**config.mk**
```make
export PLATFORM = sky130hd
export DESIGN_NAME = pin_strap_mode_decoder
export DESIGN_NICKNAME = d
export VERILOG_FILES = /design/src/core/pin_strap_pkg.sv /design/src/core/pin_sync.sv /design/src/core/word_rate_timer.sv /design/src/core/pin_strap_mode_decoder.sv
export SDC_FILE = /design/constraint.sdc
export NUM_CORES = 1
export LEC_CHECK = 0
export BUFFER_PORTS_ARGS = -buffer_cell sky130_fd_sc_hd__buf_2
export CAP_MARGIN = 20
export CORE_ASPECT_RATIO = 0.6
export CORE_MARGIN = 2
export CORE_UTILIZATION = 35
export CTS_BUF_LIST = sky130_fd_sc_hd__clkbuf_4 sky130_fd_sc_hd__clkbuf_8 sky130_fd_sc_hd__clkbuf_16
export CTS_CLUSTER_DIAMETER = 150
export DETAILED_ROUTE_END_ITERATION = 12
export SYNTH_ARGS = -nofsm -noshare
export SYNTH_HDL_FRONTEND = slang
export SYNTH_SLANG_ARGS = --single-unit
```
**constraint.sdc**
```tcl
create_clock -name clock_in -period 4.1 [get_ports clock_in]
set_clock_uncertainty 0.05 [all_clocks]
set_input_delay 0.41 -clock clock_in [delete_from_list [all_inputs] [get_ports clock_in]]
set_output_delay 0.41 -clock clock_in [all_outputs]
set_load 0.005 [all_outputs]
```
**src/core/pin_strap_pkg.sv**
```systemverilog
/*
 * Constants, types and decoding functions for the pin-strapped converter
 * configuration block. Assumes one master clock domain; every user of this
 * package imports it whole.
 */
package pin_strap_pkg;

	// ==========================================================================
	// Word layout
	// ==========================================================================
	localparam int         WORD_BITS        = 32;
	localparam int         HDR_BITS         = 8;
	localparam int         DATA_BITS        = 24;
	localparam int         HDR_RESET_NEEDED = 7;
	localparam int         HDR_NOT_SETTLED  = 6;
	localparam int         HDR_SATURATED    = 5;
	localparam int         HDR_FILTER_SINC5 = 4;
	localparam logic [5:0] LAST_BIT_INDEX   = 6'h1F;

	// ==========================================================================
	// Rates, dividers and reset values
	// ==========================================================================
	localparam logic [3:0]  ONE_SHOT_BASE  = 4'hC;
	localparam logic [5:0]  MOD_DIV_FAST   = 6'h04;
	localparam logic [5:0]  MOD_DIV_MEDIAN = 6'h08;
	localparam logic [5:0]  MOD_DIV_LOW    = 6'h20;
	localparam logic [10:0] DEC_X32        = 11'h020;
	localparam logic [10:0] DEC_X64        = 11'h040;
	localparam logic [10:0] DEC_X128       = 11'h080;
	localparam logic [10:0] DEC_X1024      = 11'h400;
	localparam logic [1:0]  BCLK_DIV1      = 2'h0;
	localparam logic [1:0]  BCLK_DIV2      = 2'h1;
	localparam logic [2:0]  BOOT_CYCLES    = 3'h5;
	localparam int          SYNC_PIN_COUNT = 10;

	typedef enum logic [1:0] {PM_LOW, PM_MEDIAN, PM_FAST} power_mode_t;

	typedef struct packed {
		power_mode_t power;
		logic [1:0]  bclk_sel;
		logic        one_shot;
	} op_setting_t;

	// Select code to power mode, bit clock divide and conversion type.
	function automatic op_setting_t decode_operating(input logic [3:0] code);
		op_setting_t r;
		r.power    = PM_LOW;
		r.bclk_sel = BCLK_DIV1;
		r.one_shot = 1'b0;
		if (code < ONE_SHOT_BASE) begin
			r.power    = power_mode_t'(code[3:2]);
			r.bclk_sel = code[1:0];
		end else begin
			r.one_shot = 1'b1;
			unique case (code[1:0])
				2'h0: r.power = PM_LOW;
				2'h1: r.power = PM_MEDIAN;
				2'h2: begin
					r.power    = PM_FAST;
					r.bclk_sel = BCLK_DIV2;
				end
				2'h3: r.power = PM_FAST;
			endcase
		end
		return r;
	endfunction

	// Modulator division fixed by power mode.
	function automatic logic [5:0] modulator_divide(input power_mode_t pm);
		logic [5:0] d;
		d = MOD_DIV_LOW;
		unique case (pm)
			PM_FAST:   d = MOD_DIV_FAST;
			PM_MEDIAN: d = MOD_DIV_MEDIAN;
			PM_LOW:    d = MOD_DIV_LOW;
			default:   d = MOD_DIV_LOW;
		endcase
		return d;
	endfunction

	// Rate-select pins to decimation ratio.
	function automatic logic [10:0] decimation_ratio(input logic [1:0] sel);
		logic [10:0] r;
		r = DEC_X32;
		unique case (sel)
			2'h0: r = DEC_X32;
			2'h1: r = DEC_X64;
			2'h2: r = DEC_X128;
			2'h3: r = DEC_X1024;
		endcase
		return r;
	endfunction

endpackage

```
**src/core/pin_sync.sv**
```systemverilog
/*
 * Three-stage pin synchroniser with agreement filter.
 * Assumes pins are asynchronous to clock_in; level rises once the second
 * and third stages agree high, and falls as soon as they differ.
 */
`timescale 1ns/1ns
module pin_sync #(
	parameter int WIDTH = 1
) (
	input  wire logic             clock_in,
	input  wire logic             reset_n_in,
	input  wire logic [WIDTH-1:0] pins_in,
	output logic      [WIDTH-1:0] level_out
);
	import pin_strap_pkg::*;

	typedef struct packed {
		logic [WIDTH-1:0] s1;
		logic [WIDTH-1:0] s2;
		logic [WIDTH-1:0] s3;
		logic [WIDTH-1:0] level;
	} sync_state_t;

	sync_state_t st_q;
	sync_state_t st_d;

	// ==========================================================================
	// Next state
	// ==========================================================================
	// The first stage is read only by the second, so metastability cannot leak.
	always_comb begin
		st_d       = st_q;
		st_d.s1    = pins_in;
		st_d.s2    = st_q.s1;
		st_d.s3    = st_q.s2;
		st_d.level = (st_q.s2 & st_q.s3) | (st_q.level & ~(st_q.s2 ^ st_q.s3));
	end

	// Register the whole state.
	always_ff @(posedge clock_in or negedge reset_n_in) begin
		if (!reset_n_in) begin
			st_q <= '0;
		end else begin
			st_q <= st_d;
		end
	end

	assign level_out = st_q.level;

endmodule // pin_sync

```
**src/core/word_rate_timer.sv**
```systemverilog
/*
 * Modulator and decimation counters that pace the output words.
 * Assumes the divide and ratio inputs are steady between restarts.
 */
`timescale 1ns/1ns
module word_rate_timer (
	input  wire logic        clock_in,
	input  wire logic        reset_n_in,
	input  wire logic        restart_in,
	input  wire logic [5:0]  mod_div_in,
	input  wire logic [10:0] dec_ratio_in,
	input  wire logic        one_shot_in,
	output logic             word_tick_out
);
	import pin_strap_pkg::*;

	typedef struct packed {
		logic [5:0]  mod_cnt;
		logic [10:0] dec_cnt;
		logic        armed;
		logic        tick;
	} timer_state_t;

	timer_state_t st_q;
	timer_state_t st_d;

	// ==========================================================================
	// Counting
	// ==========================================================================
	// One word per ratio modulator periods; one-shot fires once per restart.
	always_comb begin
		st_d      = st_q;
		st_d.tick = 1'b0;
		if (restart_in) begin
			st_d.mod_cnt = '0;
			st_d.dec_cnt = '0;
			st_d.armed   = 1'b1;
		end else if (st_q.mod_cnt == mod_div_in - 6'h01) begin
			st_d.mod_cnt = '0;
			if (st_q.dec_cnt == dec_ratio_in - 11'h001) begin
				st_d.dec_cnt = '0;
				st_d.tick    = !one_shot_in || st_q.armed;
				st_d.armed   = 1'b0;
			end else begin
				st_d.dec_cnt = st_q.dec_cnt + 11'h001;
			end
		end else begin
			st_d.mod_cnt = st_q.mod_cnt + 6'h01;
		end
	end

	// Register the whole state.
	always_ff @(posedge clock_in or negedge reset_n_in) begin
		if (!reset_n_in) begin
			st_q <= '0;
		end else begin
			st_q <= st_d;
		end
	end

	assign word_tick_out = st_q.tick;

endmodule // word_rate_timer

```
**src/core/pin_strap_mode_decoder.sv**
```systemverilog
/*
 * Pin-strapped configuration of a multichannel converter: decodes the
 * operating, filter, rate and standby straps, paces output words and shifts
 * each channel's header and result out on its serial lane.
 * Assumes straps and the sync request arrive asynchronously on pins, while
 * error flags and conversion results come from logic on clock_in.
 * Straps count only at boot and on sync edges.
 * Outputs all come from flip-flops.
 * A too slow bit clock raises overrun.
 */
`timescale 1ns/1ns
module pin_strap_mode_decoder #(
	parameter int CHANNELS = 8
) (
	input  wire logic                            clock_in,
	input  wire logic                            reset_n_in,
	input  wire logic [3:0]                      operating_select_pins_in,
	input  wire logic                            standby_bank_low_in,
	input  wire logic                            standby_bank_high_in,
	input  wire logic                            response_select_in,
	input  wire logic                            rate_select_high_in,
	input  wire logic                            rate_select_low_in,
	input  wire logic                            sync_request_in,
	input  wire logic                            crc_error_in,
	input  wire logic                            memory_flip_in,
	input  wire logic                            clock_missing_in,
	input  wire logic [CHANNELS-1:0]             filter_not_settled_in,
	input  wire logic [CHANNELS-1:0]             filter_saturated_in,
	input  wire logic [CHANNELS*24-1:0]          conversion_data_in,
	output pin_strap_pkg::power_mode_t           power_mode_out,
	output logic      [5:0]                      modulator_divide_out,
	output logic      [1:0]                      bit_clock_divider_out,
	output logic                                 one_shot_out,
	output logic                                 filter_sinc5_out,
	output logic      [10:0]                     decimation_ratio_out,
	output logic      [CHANNELS-1:0]             channel_standby_out,
	output logic                                 common_mode_output_enable_out,
	output logic                                 crystal_enable_out,
	output logic                                 reset_needed_out,
	output logic                                 output_word_rate_out,
	output logic                                 serial_bit_clock_out,
	output logic      [CHANNELS-1:0]             serial_data_lanes_out,
	output logic                                 overrun_out
);
	import pin_strap_pkg::*;

	// ==========================================================================
	// Local constants
	// ==========================================================================
	// The crystal drive hangs off channel 4, or channel 2 on the small variant.
	localparam int XTAL_CH = (CHANNELS == 4) ? 2 : 4;

	// ==========================================================================
	// State
	// ==========================================================================
	typedef struct packed {
		// Boot and sync edge.
		logic [2:0]                          boot;
		logic                                sync_last;
		// Latched straps, error flag and restart strobe.
		power_mode_t                         power;
		logic [5:0]                          mod_div;
		logic [1:0]                          bclk_sel;
		logic                                one_shot;
		logic                                sinc5;
		logic [10:0]                         dec_ratio;
		logic [CHANNELS-1:0]                 standby;
		logic                                cm_en;
		logic                                xtal_en;
		logic                                err;
		logic                                restart;
		// Serialiser.
		logic                                active;
		logic [5:0]                          bits_left;
		logic [3:0]                          phase;
		logic [CHANNELS-1:0][WORD_BITS-1:0]  sh;
		logic [CHANNELS-1:0]                 lanes;
		logic                                bclk;
		logic                                word_strobe;
		logic                                overrun;
	} top_state_t;

	top_state_t st_q;
	top_state_t st_d;

	// ==========================================================================
	// Wires
	// ==========================================================================
	// Sync order: mode, standby, filter, rate, sync.
	logic [SYNC_PIN_COUNT-1:0]          pins_raw;
	logic [SYNC_PIN_COUNT-1:0]          pins_lvl;
	logic [3:0]                         mode_lvl;
	logic                               st_low_lvl;
	logic                               st_high_lvl;
	logic                               resp_lvl;
	logic [1:0]                         rate_lvl;
	logic                               sync_lvl;
	op_setting_t                        op_w;
	logic [CHANNELS-1:0]                standby_w;
	logic [CHANNELS-1:0][WORD_BITS-1:0] word_w;
	logic                               apply_w;
	logic                               error_w;
	logic                               word_tick;
	logic [3:0]                         div_w;

	// ==========================================================================
	// Pin synchronisation
	// ==========================================================================
	// Straps and sync share one synchroniser so they settle together.
	assign pins_raw = {sync_request_in, rate_select_high_in, rate_select_low_in,
		response_select_in, standby_bank_high_in, standby_bank_low_in,
		operating_select_pins_in};

	pin_sync #(
		.WIDTH (SYNC_PIN_COUNT)
	) u_pin_sync (
		.clock_in   (clock_in),
		.reset_n_in (reset_n_in),
		.pins_in    (pins_raw),
		.level_out  (pins_lvl)
	);

	// Unpack the filtered levels.
	assign mode_lvl    = pins_lvl[3:0];
	assign st_low_lvl  = pins_lvl[4];
	assign st_high_lvl = pins_lvl[5];
	assign resp_lvl    = pins_lvl[6];
	assign rate_lvl    = pins_lvl[8:7];
	assign sync_lvl    = pins_lvl[9];

	// ==========================================================================
	// Strap decoding
	// ==========================================================================
	// One decode serves every channel, so all channels share the setting.
	assign op_w = decode_operating(mode_lvl);

	// Bank of four per standby pin; the small variant uses only the low pin.
	for (genvar ch = 0; ch < CHANNELS; ch++) begin : g_standby
		if (CHANNELS == 4 || ch < 4) begin : g_low
			assign standby_w[ch] = st_low_lvl;
		end else begin : g_high
			assign standby_w[ch] = st_high_lvl;
		end
	end

	// Apply on the first filtered cycle after reset, then only on a sync edge.
	// Holding sync high applies only once.
	assign apply_w = (st_q.boot == 3'h1) || (sync_lvl && !st_q.sync_last);

	// Any one fault asks for a reset.
	assign error_w = crc_error_in | memory_flip_in | clock_missing_in;

	// ==========================================================================
	// Word assembly
	// ==========================================================================
	// Header: reset needed, not settled, saturated, filter type, four zeros.
	for (genvar ch = 0; ch < CHANNELS; ch++) begin : g_word
		// Live errors show at once.
		logic [HDR_BITS-1:0] hdr;
		always_comb begin
			hdr                   = '0;
			hdr[HDR_RESET_NEEDED] = st_q.err | error_w;
			hdr[HDR_NOT_SETTLED]  = filter_not_settled_in[ch];
			hdr[HDR_SATURATED]    = filter_saturated_in[ch];
			hdr[HDR_FILTER_SINC5] = st_q.sinc5;
		end
		// A standby channel keeps its slot but sends zeros.
		assign word_w[ch] = st_q.standby[ch] ? '0 :
			{hdr, conversion_data_in[ch*DATA_BITS +: DATA_BITS]};
	end

	// ==========================================================================
	// Word pacing
	// ==========================================================================
	// The timer only paces; lanes shift below.
	word_rate_timer u_word_rate_timer (
		.clock_in      (clock_in),
		.reset_n_in    (reset_n_in),
		.restart_in    (st_q.restart),
		.mod_div_in    (st_q.mod_div),
		.dec_ratio_in  (st_q.dec_ratio),
		.one_shot_in   (st_q.one_shot),
		.word_tick_out (word_tick)
	);

	// Bit period in master clocks: 1, 2, 4 or 8.
	assign div_w = 4'h1 << st_q.bclk_sel;

	// ==========================================================================
	// Next state
	// ==========================================================================
	// Configuration, error capture and the lane serialiser in one place.
	always_comb begin
		// Strobes default low.
		st_d             = st_q;
		st_d.restart     = 1'b0;
		st_d.word_strobe = 1'b0;
		st_d.sync_last   = sync_lvl;

		// Boot delay lets the pin filter settle.
		if (st_q.boot != 3'h0) begin
			st_d.boot = st_q.boot - 3'h1;
		end

		// Latch the straps; power mode drives bias and clock division as one.
		if (apply_w) begin
			st_d.power     = op_w.power;
			st_d.mod_div   = modulator_divide(op_w.power);
			st_d.bclk_sel  = op_w.bclk_sel;
			st_d.one_shot  = op_w.one_shot;
			st_d.sinc5     = resp_lvl;
			st_d.dec_ratio = decimation_ratio(rate_lvl);
			st_d.standby   = standby_w;
			st_d.cm_en     = !standby_w[0];
			st_d.xtal_en   = !standby_w[XTAL_CH];
			st_d.restart   = 1'b1;
			st_d.overrun   = 1'b0;
		end

		// The reset-needed flag holds until the block itself is reset.
		if (error_w) begin
			st_d.err = 1'b1;
		end

		// A new word while one is still shifting means the divider is too slow.
		// A word due at apply is dropped; it would mix banks.
		if (word_tick && !apply_w) begin
			if (st_q.active) begin
				st_d.overrun = 1'b1;
			end
			st_d.active      = 1'b1;
			st_d.bits_left   = LAST_BIT_INDEX;
			st_d.phase       = '0;
			st_d.word_strobe = 1'b1;
			for (int ch = 0; ch < CHANNELS; ch++) begin
				st_d.lanes[ch] = word_w[ch][WORD_BITS-1];
				st_d.sh[ch]    = word_w[ch] << 1;
			end
		end else if (st_q.active) begin
			// Shift at the end of each bit.
			if (st_q.phase == div_w - 4'h1) begin
				st_d.phase = '0;
				if (st_q.bits_left == 6'h00) begin
					st_d.active = 1'b0;
					st_d.lanes  = '0;
					st_d.sh     = '0;
				end else begin
					st_d.bits_left = st_q.bits_left - 6'h01;
					for (int ch = 0; ch < CHANNELS; ch++) begin
						st_d.lanes[ch] = st_q.sh[ch][WORD_BITS-1];
						st_d.sh[ch]    = st_q.sh[ch] << 1;
					end
				end
			end else begin
				st_d.phase = st_q.phase + 4'h1;
			end
		end

		// High in the first half of each bit; at divide-by-1 it marks valid bits.
		st_d.bclk = st_d.active && ((div_w == 4'h1) || (st_d.phase < (div_w >> 1)));
	end

	// ==========================================================================
	// State register
	// ==========================================================================
	// Reset values keep every channel on until the first strap sample lands.
	always_ff @(posedge clock_in or negedge reset_n_in) begin
		if (!reset_n_in) begin
			// Cold values: low power, all on.
			st_q           <= '0;
			st_q.boot      <= BOOT_CYCLES;
			st_q.power     <= PM_LOW;
			st_q.mod_div   <= MOD_DIV_LOW;
			st_q.dec_ratio <= DEC_X32;
			st_q.cm_en     <= 1'b1;
			st_q.xtal_en   <= 1'b1;
		end else begin
			st_q <= st_d;
		end
	end

	// ==========================================================================
	// Outputs
	// ==========================================================================
	// Plain views of the state.
	assign power_mode_out                = st_q.power;
	assign modulator_divide_out          = st_q.mod_div;
	assign bit_clock_divider_out         = st_q.bclk_sel;
	assign one_shot_out                  = st_q.one_shot;
	assign filter_sinc5_out              = st_q.sinc5;
	assign decimation_ratio_out          = st_q.dec_ratio;
	assign channel_standby_out           = st_q.standby;
	assign common_mode_output_enable_out = st_q.cm_en;
	assign crystal_enable_out            = st_q.xtal_en;
	assign reset_needed_out              = st_q.err;
	assign output_word_rate_out          = st_q.word_strobe;
	assign serial_bit_clock_out          = st_q.bclk;
	assign serial_data_lanes_out         = st_q.lanes;
	assign overrun_out                   = st_q.overrun;

endmodule // pin_strap_mode_decoder

```
==> results_tabular.tex <==
\begin{tabular}{lr}
\hline
Metric & Value \\
\hline
\multicolumn{2}{l}{\textbf{Synthesis}} \\
\quad Number of distinct standard cells referenced by the synthesized netlist & 54 \\
\quad Post-synthesis sequential element count & 352 \\
\quad Number of warnings reported in the yosys synthesis log & 0 \\
\quad Top flip-flop cell by instance count after synthesis & dfrtp\_1 \\
\quad Seq/Total Area, Yosys & 55.4\% \\
\quad Proportion of register bits with asynchronous set or reset after synthesis & 100\% \\
\quad Instance count of the mapped netlist & 1238 \\
\quad Number of flops mapped to enable cells by yosys & 0 \\
\quad Mean post-synth cell area & 12.9 sq um \\
\quad Cell Area, Synth & 15900 sq um \\
\multicolumn{2}{l}{\textbf{Placed design}} \\
\quad Worst slack at placement & 0.962 ns \\
\quad Number of port buffers & 257 \\
\quad Half-perimeter wire length of the detailed placement result & 24200 um \\
\quad Global placer's final weighted congestion & 0.792 \\
\quad Placed cells & 1984 \\
\multicolumn{2}{l}{\textbf{STA}} \\
\quad Time the final worst path needs with I/O delays and setup & 3.15 ns \\
\quad Pins Over Slew Limit & 0 \\
\quad Worst Tran Pin Value & 1.01 ns \\
\quad Setup repair after global routing missed its margin & no \\
\quad Normalized max-slew margin & 32.8\% \\
\quad Count of final hold-check violations & 0 \\
\quad Max frequency & 318 MHz \\
\quad Final worst path period share & 76.8\% \\
\quad Worst setup slack after layout & 0.952 ns \\
\quad Worst Hold Slack & 0.0453 ns \\
\quad Sum of negative setup slack & 0 ns \\
\quad Final-report setup violation count & 0 \\
\multicolumn{2}{l}{\textbf{Cells and area}} \\
\quad Number of inserted filler cells in the final layout & 4140 \\
\quad Final standard cell count with taps included and fillers excluded & 2069 \\
\quad Layout cell share with drive strength beyond 1 & 38.2\% \\
\quad NumNets Final & 1693 \\
\quad Total area of sequential cells & 8820 sq um \\
\quad Area Growth Syn to Fin & 19.3\% \\
\quad Combined area of the multi-input logic cells & 6340 sq um \\
\multicolumn{2}{l}{\textbf{Power and ir drop}} \\
\quad VDD IR-drop max & 0.000196 V \\
\quad Leakage power & 9.35 nW \\
\quad Total Power Consumption & 0.00768 W \\
\quad Power per unit of standard cell area & 405 nW/um\^{}2 \\
\multicolumn{2}{l}{\textbf{Job}} \\
\quad Max cap viols & 0 \\
\multicolumn{2}{l}{\textbf{Worst setup path}} \\
\quad Cell with the biggest individual delay on the critical path & nor2\_4 \\
\quad Number of cells traversed by the worst register-to-register path & 8 \\
\quad Critical Path, Cell by Cell & inv\_1 -> ha\_1 -> nand2b\_1 -> nand3\_1 -> nor2\_4 -> buf\_4 -> a22o\_1 -> mux2\_2 \\
\quad CP startpoint kind & register \\
\quad Reg-to-Reg End & st\_q[244] \\
\quad Category of the worst setup path capture point & register \\
\quad Worst reg-to-reg setup slack & 0.95 ns \\
\quad Critical path's largest stage delay & 0.84 ns \\
\quad Start-to-end type of the worst setup path & reg2reg \\
\quad Launch point of the worst path & st\_q[315] \\
\quad Worst Path Arrival & 3.55 ns \\
\quad Data required time of the critical path & 4.50 ns \\
\quad Peak fanout along the critical path & 42 \\
\quad Reg-to-reg critical path startpoint & st\_q[315] \\
\multicolumn{2}{l}{\textbf{Route}} \\
\quad Routed wire length & 37300 um \\
\quad DRC violations left & 0 \\
\quad Total number of vias & 10500 \\
\quad Post-DR wirelength/cell & 18.0 um \\
\quad TritonRoute pass-1 iters & 4 \\
\quad Via-to-Cell Ratio & 5.10 \\
\quad Post-route antenna net violation count & 0 \\
\quad First-iteration detailed-routing DRC count & 556 \\
\multicolumn{2}{l}{\textbf{Clocking}} \\
\quad Total clock sinks & 352 \\
\quad Max H-tree Level & 2 \\
\quad Maximum count of clock buffers along a single path & 3 \\
\quad Post-CTS setup buffer count & 0 \\
\quad Clock Pin Slew Worst Setup and Hold Paths & 0.06 ns \\
\quad Clock tree from TritonCTS & done \\
\quad Cts bufs inserted & 37 \\
\quad Clock latency at the later pin of the worst-skew pair & 0.52 ns \\
\quad Root buf cell & clkbuf\_16 \\
\multicolumn{2}{l}{\textbf{GRT}} \\
\quad First-pass GRT wire length & 60200 um \\
\quad Pin count of the biggest net entering global routing & 135 \\
\quad Final global-route overflow total & 0 \\
\quad Number of global-route vias before repair & 11000 \\
\quad Overall routing resource usage & 15.8\% \\
\quad Initial antenna violation count & 11 \\
\multicolumn{2}{l}{\textbf{Floorplan}} \\
\quad Num rows & 60 \\
\quad Placeable core region & 44800 sq um \\
\quad Horizontal die dimension & 279 um \\
\quad Number of top-level pins & 268 \\
\quad Die Area & 47300 sq um \\
\quad Die boundary height & 169 um \\
\quad Initial Utilization & 35.5\% \\
\multicolumn{2}{l}{\textbf{Hold path}} \\
\quad Endpoint with the worst hold slack & st\_q[140] \\
\quad Number of cells on the worst hold path & 2 \\
\quad Hold crit path type & in2reg \\
\quad Worst Min Path Start & conversion\_data\_in[96] \\
\multicolumn{2}{l}{\textbf{Run status}} \\
\quad Result of the run & finished clean \\
\hline
\end{tabular}
## per-stage QoR
step | area, sq um | util, %
5_1_grt | 19000 | 42.3
6_report | 19000 | 42.4
3_5_place_dp | 17600 | 39.3
2_1_floorplan | 16000 | -
4_1_cts | 19000 | 42.3
3_3_place_gp | 17600 | 39.3
## critical path: cells and delay by family (launching register included)
family          cells  cell delay (ns)
compound gates      1             0.22
fa+ha+maj           1             0.18
buf+inv             2             0.59
flops               1             0.34
mux                 1             0.15
simple gates        3             1.49
## cell usage after synthesis (5+ instances only)
cell type / count / area [sq um]
or3_1: 5 / 31.3
inv_1: 41 / 154
nand3_1: 20 / 100
o211ai_1: 8 / 60.1
mux2_2: 198 / 2230
mux2_4: 10 / 150
nor3_1: 10 / 50.1
buf_4: 38 / 285
dfrtp_1: 346 / 8660
clkbuf_1: 41 / 154
nand4_1: 7 / 43.8
a22o_1: 248 / 2170
o21ai_0: 15 / 75.1
xnor2_1: 10 / 87.6
mux2i_1: 10 / 100
dfstp_2: 6 / 158
nand2b_1: 7 / 43.8
nor2_1: 24 / 90.1
nand2_1: 41 / 154
xor2_1: 7 / 61.3
a21oi_1: 17 / 85.1
a21o_1: 9 / 67.6
buf_2: 41 / 205
ha_1: 25 / 313
## cell families after synthesis
group	synth area share, %
muxes	15.6
DFF	55.4
and+or+nand+nor	4.39
buffers and inverters	5.27
other	0.0236
AOI/OAI and AO/OA	16.5
adders and majority gates	1.96
xor gates and xnor gates	0.935
## layout by cell type, fill, tap and decap left out, drive strengths merged, types with 8 or more instances in the layout
master | netlist | layout
ha | 25 | 25
a21o | 9 | 9
mux2i | 10 | 10
conb | 1 | 10
clkbuf | 41 | 53
buf | 85 | 274
nand2 | 41 | 41
nor3 | 10 | 10
nor2 | 25 | 25
a22o | 248 | 248
mux2 | 208 | 208
dlygate4sd3 | 0 | 11
o211ai | 8 | 8
nand3 | 20 | 20
inv | 41 | 43
dfrtp | 346 | 346
o21ai | 19 | 19
xnor2 | 10 | 10
a21oi | 17 | 17
diode | 0 | 9
## timing repair
| item | 4_1_cts | 5_1_grt |
|---|---|---|
| hold buffers | 11 | 0 |
| endpoints found under the hold margin | 92 | 0 |
| gates resized for setup | 0 | 0 |
## flip-flops by register name, indices dropped and copies added (netlist names), 2 cells and up
signal,cells
bit_clock_divider_out,2
channel_standby_out,2
decimation_ratio_out,4
modulator_divide_out,3
power_mode_out,2
serial_data_lanes_out,8
st_q,264
u_pin_sync.level_out,10
u_pin_sync.st_d,20
u_pin_sync.st_q,10
u_word_rate_timer.st_q,18
## worst max-delay path by stage
| stage | to | cells past startpoint |
|---|---|---|
| after floorplan | serial_bit_clock_out | 12 |
| after global placement | st_q[195] | 8 |
| after detailed placement | st_q[244] | 8 |
| after CTS | st_q[244] | 8 |
| after global routing | st_q[244] | 8 |
| final | st_q[244] | 8 |
## area by class of cell
class / count / share of cell area, %
Antenna cell: 9 / 0.119
Tap cell: 589 / 3.88
Multi-Input combinational cell: 727 / 33.4
Sequential cell: 352 / 46.4
Inverter: 42 / 0.830
Clock buffer: 53 / 5.84
Timing Repair Buffer: 285 / 8.74
Clock inverter: 12 / 0.797
## per-layer routing
| layer | GRT usage, % | wire length (um) |
|---|---|---|
| met5 | 0 | 41 |
| met4 | 4.42 | 871 |
| met3 | 4.13 | 1920 |
| met2 | 25.2 | 17100 |
| met1 | 21.2 | 17300 |
## power breakdown
part	total [W]	internal (W)	leakage (nW)	switching, W
Combinational	0.000504	0.000234	3.99	0.000271
Clock	0.00349	0.00208	0.627	0.00142
Sequential	0.00369	0.00357	4.74	0.000115
Power figures use the tool's default switching activity.
